--- src/include/accr_pkg.sv ---
// Package for the channel calibration and configuration register group
// Overview of operation
// - Phase delay is 10-bit signed R/W in setup bits 15:6, reset zero.
// - Setup bit 2 bypasses this channel's DC filter; zero defers to global setting.
// - Setup bits 1:0 pick own pins, shorted, positive test or negative test.
// - High offset register holds offset bits 23:8, R/W, reset zero.
// - Low offset register holds offset bits 7:0 in 15:8; low byte reads zero.
// - High gain register holds gain bits 23:8, read/write.
// - Low gain register holds gain bits 7:0 in 15:8; low byte reads zero.
// - Gain coefficient is an unsigned fraction from zero to just under two.
// - High gain resets to 8000h; every other register resets to 0000h.
// - Setup bits 5:3 are reserved, ignore writes, read zero.
package accr_pkg;
  localparam int          ADDR_W        = 8;
  localparam int          DATA_W        = 16;
  localparam int          COEF_W        = 24;
  localparam logic [7:0]  ADDR_SETUP    = 8'h1D;
  localparam logic [7:0]  ADDR_OFS_HI   = 8'h1E;
  localparam logic [7:0]  ADDR_OFS_LO   = 8'h1F;
  localparam logic [7:0]  ADDR_GAIN_HI  = 8'h20;
  localparam logic [7:0]  ADDR_GAIN_LO  = 8'h21;
  localparam logic [15:0] RST_ZERO      = 16'h0000;
  localparam logic [15:0] RST_GAIN_HI   = 16'h8000;
  localparam logic [9:0]  RST_PHASE     = 10'h000;
  localparam int          PHASE_LSB     = 6;
  localparam int          PHASE_MSB     = 15;
  localparam int          BYPASS_BIT    = 2;
  localparam int          SEL_MSB       = 1;
  localparam int          LOW_BYTE_MSB  = 15;
  localparam int          LOW_BYTE_LSB  = 8;

  // Input selector codes
  typedef enum logic [1:0] {
    ACCR_SEL_PINS  = 2'h0,
    ACCR_SEL_SHORT = 2'h1,
    ACCR_SEL_TPOS  = 2'h2,
    ACCR_SEL_TNEG  = 2'h3
  } accr_sel_type;

  // Channel setup fields as held in flops
  typedef struct packed {
    logic [9:0]   channel_phase_delay;
    logic         channel_dc_filter_bypass;
    accr_sel_type channel_input_select;
  } accr_setup_type;

  // Decoded input routing for the analog front end
  typedef struct packed {
    logic use_pins;
    logic shorted;
    logic test_pos;
    logic test_neg;
  } accr_route_type;
endpackage : accr_pkg

--- src/accr_regs.sv ---
// Channel setup and calibration register bank
`timescale 1ns/100ps
module accr_regs (
  input  wire logic                             clk_i,          // 20 MHz clock
  input  wire logic                             arst_n_i,       // Async reset, active low
  input  wire logic [accr_pkg::ADDR_W-1:0]      addr_i,         // Register address
  input  wire logic [accr_pkg::DATA_W-1:0]      wdata_i,        // Write data
  input  wire logic                             wr_i,           // Write strobe
  input  wire logic                             rd_i,           // Read strobe
  input  wire logic                             global_dc_filter_setting_i, // Global filter enable
  output logic      [accr_pkg::DATA_W-1:0]      rdata_o,        // Read data, cycle after strobe
  output logic      [9:0]                       channel_phase_delay_o,      // Signed phase delay
  output logic                                  dc_filter_enable_o,         // Filter active here
  output accr_pkg::accr_route_type              route_o,        // Decoded input routing
  output logic      [accr_pkg::COEF_W-1:0]      offset_coeff_o, // Signed offset coefficient
  output logic      [accr_pkg::COEF_W-1:0]      gain_coeff_o    // Unsigned gain fraction
);

  // Register state
  accr_pkg::accr_setup_type setup, next_setup;
  logic [15:0] ofs_hi, next_ofs_hi;
  logic [7:0]  ofs_lo, next_ofs_lo;
  logic [15:0] gain_hi, next_gain_hi;
  logic [7:0]  gain_lo, next_gain_lo;
  logic [15:0] next_rdata;

  // Write decode; reserved setup bits 5:3 are simply not stored
  always_comb begin
    next_setup   = setup;
    next_ofs_hi  = ofs_hi;
    next_ofs_lo  = ofs_lo;
    next_gain_hi = gain_hi;
    next_gain_lo = gain_lo;
    if (wr_i) begin
      case (addr_i)
        accr_pkg::ADDR_SETUP: begin
          next_setup.channel_phase_delay      = wdata_i[accr_pkg::PHASE_MSB:accr_pkg::PHASE_LSB];
          next_setup.channel_dc_filter_bypass = wdata_i[accr_pkg::BYPASS_BIT];
          next_setup.channel_input_select     = accr_pkg::accr_sel_type'(wdata_i[accr_pkg::SEL_MSB:0]);
        end
        accr_pkg::ADDR_OFS_HI:  next_ofs_hi  = wdata_i;
        accr_pkg::ADDR_OFS_LO:  next_ofs_lo  = wdata_i[accr_pkg::LOW_BYTE_MSB:accr_pkg::LOW_BYTE_LSB];
        accr_pkg::ADDR_GAIN_HI: next_gain_hi = wdata_i;
        accr_pkg::ADDR_GAIN_LO: next_gain_lo = wdata_i[accr_pkg::LOW_BYTE_MSB:accr_pkg::LOW_BYTE_LSB];
        default: ;  // Unmapped writes are dropped
      endcase
    end
  end

  // Read mux; reserved bits and unmapped addresses read zero, data held otherwise zero
  always_comb begin
    next_rdata = accr_pkg::RST_ZERO;
    if (rd_i) begin
      case (addr_i)
        accr_pkg::ADDR_SETUP:   next_rdata = {setup.channel_phase_delay, 3'h0,
                                              setup.channel_dc_filter_bypass,
                                              setup.channel_input_select};
        accr_pkg::ADDR_OFS_HI:  next_rdata = ofs_hi;
        accr_pkg::ADDR_OFS_LO:  next_rdata = {ofs_lo, 8'h00};
        accr_pkg::ADDR_GAIN_HI: next_rdata = gain_hi;
        accr_pkg::ADDR_GAIN_LO: next_rdata = {gain_lo, 8'h00};
        default:                next_rdata = accr_pkg::RST_ZERO;
      endcase
    end
  end

  // State registers; gain high alone resets to mid-scale
  always_ff @(posedge clk_i or negedge arst_n_i) begin
    if (!arst_n_i) begin
      setup.channel_phase_delay      <= accr_pkg::RST_PHASE;
      setup.channel_dc_filter_bypass <= 1'b0;
      setup.channel_input_select     <= accr_pkg::ACCR_SEL_PINS;
      ofs_hi  <= accr_pkg::RST_ZERO;
      ofs_lo  <= 8'h00;
      gain_hi <= accr_pkg::RST_GAIN_HI;
      gain_lo <= 8'h00;
      rdata_o <= accr_pkg::RST_ZERO;
    end else begin
      setup   <= next_setup;
      ofs_hi  <= next_ofs_hi;
      ofs_lo  <= next_ofs_lo;
      gain_hi <= next_gain_hi;
      gain_lo <= next_gain_lo;
      rdata_o <= next_rdata;
    end
  end

  // Outputs to the datapath from flops; filter enable also gated by the global input
  assign channel_phase_delay_o = setup.channel_phase_delay;
  // Per-channel bypass overrides; otherwise the global setting rules
  assign dc_filter_enable_o = global_dc_filter_setting_i & ~setup.channel_dc_filter_bypass;
  assign route_o.use_pins = (setup.channel_input_select == accr_pkg::ACCR_SEL_PINS);
  assign route_o.shorted  = (setup.channel_input_select == accr_pkg::ACCR_SEL_SHORT);
  assign route_o.test_pos = (setup.channel_input_select == accr_pkg::ACCR_SEL_TPOS);
  assign route_o.test_neg = (setup.channel_input_select == accr_pkg::ACCR_SEL_TNEG);
  // Gain is read as unsigned 1.23 fixed point: 8000h high is unity
  assign offset_coeff_o = {ofs_hi, ofs_lo};
  assign gain_coeff_o   = {gain_hi, gain_lo};

  // Checks
  a_setup_write: assert property (@(posedge clk_i) disable iff (!arst_n_i)
    (wr_i && addr_i == accr_pkg::ADDR_SETUP) |=> channel_phase_delay_o == $past(wdata_i[15:6]))
    else $error("phase delay not written");
  a_bypass_gate: assert property (@(posedge clk_i) disable iff (!arst_n_i)
    setup.channel_dc_filter_bypass |-> !dc_filter_enable_o)
    else $error("bypass did not disable filter");
  a_route_onehot: assert property (@(posedge clk_i) disable iff (!arst_n_i)
    $onehot(route_o))
    else $error("routing not one-hot");
  a_ofs_hi_rd: assert property (@(posedge clk_i) disable iff (!arst_n_i)
    (rd_i && addr_i == accr_pkg::ADDR_OFS_HI) |=> rdata_o == $past(offset_coeff_o[23:8]))
    else $error("offset high readback wrong");
  a_ofs_lo_rd: assert property (@(posedge clk_i) disable iff (!arst_n_i)
    (rd_i && addr_i == accr_pkg::ADDR_OFS_LO) |=> rdata_o == {$past(ofs_lo), 8'h00})
    else $error("offset low readback wrong");
  a_gain_hi_wr: assert property (@(posedge clk_i) disable iff (!arst_n_i)
    (wr_i && addr_i == accr_pkg::ADDR_GAIN_HI) |=> gain_coeff_o[23:8] == $past(wdata_i))
    else $error("gain high not written");
  a_gain_lo_rd: assert property (@(posedge clk_i) disable iff (!arst_n_i)
    (rd_i && addr_i == accr_pkg::ADDR_GAIN_LO) |=> rdata_o[7:0] == 8'h00)
    else $error("gain low reserved byte nonzero");
  a_reserved_zero: assert property (@(posedge clk_i) disable iff (!arst_n_i)
    (rd_i && addr_i == accr_pkg::ADDR_SETUP) |=> rdata_o[5:3] == 3'h0)
    else $error("reserved setup bits nonzero");
  a_gain_hold: assert property (@(posedge clk_i) disable iff (!arst_n_i)
    !(wr_i && (addr_i == accr_pkg::ADDR_GAIN_HI || addr_i == accr_pkg::ADDR_GAIN_LO))
    |=> $stable(gain_coeff_o))
    else $error("gain changed without write");

  // Address match for the checks below; one place for the decode
  function automatic logic accr_hit(input logic [accr_pkg::ADDR_W-1:0] a,
                                    input logic [accr_pkg::ADDR_W-1:0] r);
    return a == r;
  endfunction : accr_hit

  // Phase readback reflects the value held before the read edge
  a_phase_rdback: assert property (@(posedge clk_i) disable iff (!arst_n_i)
    (rd_i && accr_hit(addr_i, accr_pkg::ADDR_SETUP))
    |=> rdata_o[15:6] == $past(setup.channel_phase_delay))
    else $error("phase readback wrong");

  // Phase must not drift without a setup write
  a_phase_hold: assert property (@(posedge clk_i) disable iff (!arst_n_i)
    !(wr_i && accr_hit(addr_i, accr_pkg::ADDR_SETUP))
    |=> $stable(channel_phase_delay_o))
    else $error("phase changed without write");

  // Phase comes out of reset at zero
  a_rst_phase: assert property (@(posedge clk_i) disable iff (!arst_n_i)
    $rose(arst_n_i)
    |-> channel_phase_delay_o == accr_pkg::RST_PHASE)
    else $error("phase not zero after reset");

  // Bypass flag captures its write bit
  a_bypass_write: assert property (@(posedge clk_i) disable iff (!arst_n_i)
    (wr_i && accr_hit(addr_i, accr_pkg::ADDR_SETUP))
    |=> setup.channel_dc_filter_bypass == $past(wdata_i[accr_pkg::BYPASS_BIT]))
    else $error("bypass not written");

  // With the bypass clear the global setting alone governs
  a_filter_follow: assert property (@(posedge clk_i) disable iff (!arst_n_i)
    !setup.channel_dc_filter_bypass
    |-> dc_filter_enable_o == global_dc_filter_setting_i)
    else $error("filter not following global setting");

  // Bypass readback
  a_bypass_rdback: assert property (@(posedge clk_i) disable iff (!arst_n_i)
    (rd_i && accr_hit(addr_i, accr_pkg::ADDR_SETUP))
    |=> rdata_o[2] == $past(setup.channel_dc_filter_bypass))
    else $error("bypass readback wrong");

  // Bypass holds between writes
  a_bypass_hold: assert property (@(posedge clk_i) disable iff (!arst_n_i)
    !(wr_i && accr_hit(addr_i, accr_pkg::ADDR_SETUP))
    |=> $stable(setup.channel_dc_filter_bypass))
    else $error("bypass changed without write");

  // Bypass clear after reset so the global setting rules
  a_rst_bypass: assert property (@(posedge clk_i) disable iff (!arst_n_i)
    $rose(arst_n_i)
    |-> !setup.channel_dc_filter_bypass)
    else $error("bypass set after reset");

  // Selector captures its write bits
  a_sel_write: assert property (@(posedge clk_i) disable iff (!arst_n_i)
    (wr_i && accr_hit(addr_i, accr_pkg::ADDR_SETUP))
    |=> setup.channel_input_select == $past(wdata_i[1:0]))
    else $error("selector not written");

  // Own pins routed for code 00
  a_sel_pins: assert property (@(posedge clk_i) disable iff (!arst_n_i)
    (setup.channel_input_select == accr_pkg::ACCR_SEL_PINS)
    |-> route_o.use_pins)
    else $error("pins not routed");

  // Inputs shorted for code 01
  a_sel_short: assert property (@(posedge clk_i) disable iff (!arst_n_i)
    (setup.channel_input_select == accr_pkg::ACCR_SEL_SHORT)
    |-> route_o.shorted)
    else $error("inputs not shorted");

  // Positive test signal for code 10
  a_sel_tpos: assert property (@(posedge clk_i) disable iff (!arst_n_i)
    (setup.channel_input_select == accr_pkg::ACCR_SEL_TPOS)
    |-> route_o.test_pos)
    else $error("positive test not routed");

  // Negative test signal for code 11
  a_sel_tneg: assert property (@(posedge clk_i) disable iff (!arst_n_i)
    (setup.channel_input_select == accr_pkg::ACCR_SEL_TNEG)
    |-> route_o.test_neg)
    else $error("negative test not routed");

  // Selector readback
  a_sel_rdback: assert property (@(posedge clk_i) disable iff (!arst_n_i)
    (rd_i && accr_hit(addr_i, accr_pkg::ADDR_SETUP))
    |=> rdata_o[1:0] == $past(setup.channel_input_select))
    else $error("selector readback wrong");

  // Selector holds between writes; a glitch here would reroute the front end
  a_sel_hold: assert property (@(posedge clk_i) disable iff (!arst_n_i)
    !(wr_i && accr_hit(addr_i, accr_pkg::ADDR_SETUP))
    |=> $stable(route_o))
    else $error("routing changed without write");

  // Own pins selected after reset
  a_rst_sel: assert property (@(posedge clk_i) disable iff (!arst_n_i)
    $rose(arst_n_i)
    |-> route_o.use_pins)
    else $error("pins not selected after reset");

  // Offset high half takes the whole write word
  a_ofs_hi_wr: assert property (@(posedge clk_i) disable iff (!arst_n_i)
    (wr_i && accr_hit(addr_i, accr_pkg::ADDR_OFS_HI))
    |=> offset_coeff_o[23:8] == $past(wdata_i))
    else $error("offset high not written");

  // Offset high half clear after reset
  a_rst_ofs_hi: assert property (@(posedge clk_i) disable iff (!arst_n_i)
    $rose(arst_n_i)
    |-> offset_coeff_o[23:8] == accr_pkg::RST_ZERO)
    else $error("offset high not zero after reset");

  // Offset low byte takes write bits 15:8 only
  a_ofs_lo_wr: assert property (@(posedge clk_i) disable iff (!arst_n_i)
    (wr_i && accr_hit(addr_i, accr_pkg::ADDR_OFS_LO))
    |=> offset_coeff_o[7:0] == $past(wdata_i[15:8]))
    else $error("offset low not written");

  // Offset low reserved byte reads zero
  a_ofs_lo_rsv: assert property (@(posedge clk_i) disable iff (!arst_n_i)
    (rd_i && accr_hit(addr_i, accr_pkg::ADDR_OFS_LO))
    |=> rdata_o[7:0] == 8'h00)
    else $error("offset low reserved byte nonzero");

  // Offset low byte clear after reset
  a_rst_ofs_lo: assert property (@(posedge clk_i) disable iff (!arst_n_i)
    $rose(arst_n_i)
    |-> offset_coeff_o[7:0] == 8'h00)
    else $error("offset low not zero after reset");

  // Gain high readback
  a_gain_hi_rd: assert property (@(posedge clk_i) disable iff (!arst_n_i)
    (rd_i && accr_hit(addr_i, accr_pkg::ADDR_GAIN_HI))
    |=> rdata_o == $past(gain_coeff_o[23:8]))
    else $error("gain high readback wrong");

  // Gain low byte takes write bits 15:8 only
  a_gain_lo_wr: assert property (@(posedge clk_i) disable iff (!arst_n_i)
    (wr_i && accr_hit(addr_i, accr_pkg::ADDR_GAIN_LO))
    |=> gain_coeff_o[7:0] == $past(wdata_i[15:8]))
    else $error("gain low not written");

  // Gain low data byte readback
  a_gain_lo_data: assert property (@(posedge clk_i) disable iff (!arst_n_i)
    (rd_i && accr_hit(addr_i, accr_pkg::ADDR_GAIN_LO))
    |=> rdata_o[15:8] == $past(gain_coeff_o[7:0]))
    else $error("gain low readback wrong");

  // Gain low byte clear after reset
  a_rst_gain_lo: assert property (@(posedge clk_i) disable iff (!arst_n_i)
    $rose(arst_n_i)
    |-> gain_coeff_o[7:0] == 8'h00)
    else $error("gain low not zero after reset");

  // Mid-scale gain after reset
  a_rst_gain_hi: assert property (@(posedge clk_i) disable iff (!arst_n_i)
    $rose(arst_n_i)
    |-> gain_coeff_o[23:8] == accr_pkg::RST_GAIN_HI)
    else $error("gain high not mid-scale after reset");

  // Read data idle after reset
  a_rst_rdata: assert property (@(posedge clk_i) disable iff (!arst_n_i)
    $rose(arst_n_i)
    |-> rdata_o == accr_pkg::RST_ZERO)
    else $error("read data not zero after reset");

  // Read data stand one cycle only, zero otherwise
  a_rdata_idle: assert property (@(posedge clk_i) disable iff (!arst_n_i)
    !rd_i
    |=> rdata_o == accr_pkg::RST_ZERO)
    else $error("read data without read strobe");

  // Offset only moves on a write to one of its halves
  a_ofs_hold: assert property (@(posedge clk_i) disable iff (!arst_n_i)
    !(wr_i && (accr_hit(addr_i, accr_pkg::ADDR_OFS_HI) || accr_hit(addr_i, accr_pkg::ADDR_OFS_LO)))
    |=> $stable(offset_coeff_o))
    else $error("offset changed without write");

  // High half updates on its own; the low half must not move
  a_ofs_split: assert property (@(posedge clk_i) disable iff (!arst_n_i)
    (wr_i && accr_hit(addr_i, accr_pkg::ADDR_OFS_HI))
    |=> offset_coeff_o[7:0] == $past(offset_coeff_o[7:0]))
    else $error("offset low moved on high write");

  // Same independence for the gain halves
  a_gain_split: assert property (@(posedge clk_i) disable iff (!arst_n_i)
    (wr_i && accr_hit(addr_i, accr_pkg::ADDR_GAIN_HI))
    |=> gain_coeff_o[7:0] == $past(gain_coeff_o[7:0]))
    else $error("gain low moved on high write");

  // Gain is unsigned, so a write of all ones must give the top code, just under two
  a_gain_top: assert property (@(posedge clk_i) disable iff (!arst_n_i)
    (wr_i && accr_hit(addr_i, accr_pkg::ADDR_GAIN_HI) && wdata_i == 16'hFFFF)
    |=> gain_coeff_o[23:8] == 16'hFFFF)
    else $error("gain top code lost");

endmodule : accr_regs
--- config.mk ---
export PLATFORM = sky130hd
export DESIGN_NAME = accr_regs
export DESIGN_NICKNAME = d
export VERILOG_FILES = /design/src/include/accr_pkg.sv /design/src/accr_regs.sv
export SDC_FILE = /design/constraint.sdc
export NUM_CORES = 1
export LEC_CHECK = 0
export ABC_AREA = 1
export ABC_CLOCK_PERIOD_IN_PS = 1500
export BUFFER_PORTS_ARGS = -buffer_cell sky130_fd_sc_hd__buf_2
export CAP_MARGIN = 15
export CORE_ASPECT_RATIO = 1.25
export CORE_MARGIN = 2
export CORE_UTILIZATION = 35
export DETAILED_ROUTE_END_ITERATION = 12
export PLACE_DENSITY = 0.67
export SLEW_MARGIN = 0
export SYNTH_ARGS = -nofsm -noshare
export SYNTH_HDL_FRONTEND = slang
export SYNTH_SLANG_ARGS = --single-unit
--- constraint.sdc ---
create_clock -name clk_i -period 1.5 [get_ports clk_i]
set_clock_uncertainty 0.1 [all_clocks]
set_input_delay 0.075 -clock clk_i [delete_from_list [all_inputs] [get_ports clk_i]]
set_output_delay 0.075 -clock clk_i [all_outputs]
set_load 0.05 [all_outputs]
==> qor.txt <==
Kind of critical path = register to output pin
Flops & latches, synth = 77
Overall Power = 5510 uW
Die height = 118 um
Most frequent cells in the layout = buf_2 (106), nand2_1 (105), dfrtp_1 (76)
Hold endpoint = channel_phase_delay_o[1]
DP HPWL = 7.71 mm
Die width = 95.0 um
Slew headroom = 68.1%
Most common cell after layout, fill and taps aside = buf_2
CP Launch Type = register
Gr usage total = 19.0%
Avg Cell Area, Syn = 8.67 sq um
Post-CTS Setup Inserts = 0
Initial Utilization = 35.9%
Root Buffer = clkbuf_16
Sequential share of power = 41.6%
Slowest-stage cell, CP = dfrtp_1
CTS buffer count = 9
Via count = 3,216
Largest family of logic cells by synthesized area = simple AND/OR/NAND/NOR gates
Crit path capture type = output pin
Sequential fraction of the synthesis area = 53.2%
Cell family with most CP delay = flip-flops
Nets = 577
Crit path buf inv count = 2
Post-DP Area = 4320 sq um
Clock-pin slew on the worst setup and hold paths = 0.06 ns
Post-layout instance area = 4810 sq um
Post-Syn Instances = 418
Count of final max-slew check failures = 0
CTS HTree Levels = 3
FF-to-FF setup slack = 0.47 ns
Setup Viol. Count Final = 0
RSZ-0062 raised after global routing = no
Final hold vios = 0
Maximum VDD drop = 0.474 mV
DR pass1 iterations = 4
# fillers = 981
Outcome = finished, final reports clean
DRC Markers = 0
Int Power = 3880 uW
Hold Path Depth = 3
Max Cap Viol = 0
Area of the multi-input gates = 1330 sq um
Hold_sp = wr_i
Total wire length = 10.5 mm
Initial antenna violation count = 0
Core ar. = 10,100 sq um
Syn Nets = 447
Sequential Area = 1930 sq um
R2r worst-path depth = 4
Vias per cell = 4.72
Final min period = 1.33 ns
Later-pin clock latency in the skew report = 0.34 ns
Reg-to-Reg Start = ofs_lo[5]
Combinational Power Share = 16.6%
Congestion Overflow GR = 0
Vias in the first global route = 3,120
Final setup TNS = 0 ns
Syn Std Cell Area = 3630 sq um
ANT cells = 0
Fmax = 749 MHz
R2R Path End = rdata_o[13]
Max clock buf depth = 2
Clock Power Share = 41.8%
Area growth syn-to-layout = 32.5%
Min-delay worst type = input port to register
Input/output buffers = 107
Psw = 1630 uW
Power per Cell Area = 1150 nW/um^2
Slowest stage delay, CP = 0.42 ns
Initial DRC count = 118
CP required = 1.32 ns
Die area = 11,200 sq um
Yosys warns = 0
Post-Synth Adder-Cell Area = 0%
Post-synth cell types = 24
Leak = 0.00254 uW
Row Count = 41
ANT nets after route = 0
Largest net degree at the start of global routing = 39
Fin crit share = 89.0%
First-pass GRT wire length = 16.1 mm
RD Place Congestion = 0.841
Critical-path maximum fanout = 6
Post-CTS Resized = 0
CTS tree = built
Share of layout cells above drive strength 1 = 29.8%
Synth Area in Simple Gates = 25.1%
Critical path arrival = 1.16 ns
Post-synthesis mux area share = 0%
Clk sink count = 77
CP Cell Sequence = inv_1 -> nor2_1 -> buf_2
Synth Area in XOR/XNOR = 0%
Routed len/inst = 15.3 um
Slew @ Worst Pin = 0.477 ns
IO Count = 108
Sw Share = 29.6%
Compound-Gate Fraction of Synth Area = 11.6%
==> stage by stage <==
step	std cells	hold slack, ns	utilization, %	setup WS, ns
6_report	682	0.0101	47.6	0.165
5_1_grt	682	0.0267	47.6	0.111
4_1_cts	682	0.000651	47.6	0.149
3_5_place_dp	649	-0.0914	42.7	0.00443
3_3_place_gp	649	-0.0969	42.7	0.0618
2_1_floorplan	418	-0.321	-	0.244
==> area by class of cell <==
type,count,share of cell area [%]
sequential,77,40.1
multi-input combinational,272,27.7
timing repair buffer,142,18.6
clock buffer,10,4.76
inverter,46,3.64
tap,129,3.36
clock inverter,6,1.82
==> metal layers <==
metal  vias up  GRT usage [%]  wire, um
li1       1576              -         -
met1      1513           22.1      4300
met2       108           33.5      5390
met3        19           4.16       570
met4         0           7.52       208
met5         -              0         0
==> power groups by stage <==
stage               sequential, uW  clock, uW  combinational (uW)
floorplan                     2660          0                 261
global placement              2320          0                 875
detailed placement            2330          0                 887
CTS                           2290       2330                 924
global route                  2310       2410                 971
finish                        2290       2300                 914
==> Yosys cell counts, drive strengths merged <==
| master | n | share of area (%) |
|---|---|---|
| nor2 | 55 | 7.3 |
| nor3 | 1 | 0.45 |
| buf | 23 | 5.3 |
| clkinv | 1 | 0.10 |
| o21ai | 39 | 5.4 |
| a21oi | 12 | 2.5 |
| dfstp | 1 | 0.72 |
| inv | 45 | 4.7 |
| o211ai | 4 | 0.83 |
| nand3 | 39 | 5.7 |
| dfrtp | 76 | 52 |
| nand2 | 108 | 12 |
| o21a | 14 | 2.9 |
==> what timing repair did <==
action,CTS,global route
endpoints found under the hold margin,117,0
hold buffers,17,0
setup endpoints to repair,0,0
==> worst reg2reg max path, stage by stage, from the launching register on <==
cell and delay, ns:
dfrtp_1 0.41, nand3_1 0.09, nand3_1 0.14, nor2_1 0.12, nor2_1 0.05
==> how the worst max path moves through the flow <==
stage / slack, ns / from / to / depth (start not counted)
CTS: 0.15 / setup[1] / route_o[1] / 3
floorplan: 0.24 / setup[1] / route_o[1] / 2
global route: 0.11 / setup[1] / route_o[1] / 3
finish: 0.17 / setup[1] / route_o[1] / 3
global placement: 0.06 / addr_i[4] / rdata_o[8] / 9
detailed placement: 0.004 / addr_i[4] / rdata_o[11] / 9
==> cells by family after synthesis <==
family,count (synthesis)
AND/OR/NAND/NOR,203
buffers and inverters,69
flip-flops,77
AO/OA/AOI/OAI,69
==> flip-flops by register name (all words and copies together) (netlist names) <==
name / count
gain_hi: 16
ofs_hi: 16
rdata_o: 16
channel_phase_delay_o: 10
gain_lo: 8
ofs_lo: 8
setup: 3
No activity file was read; power rests on OpenSTA's default activity.
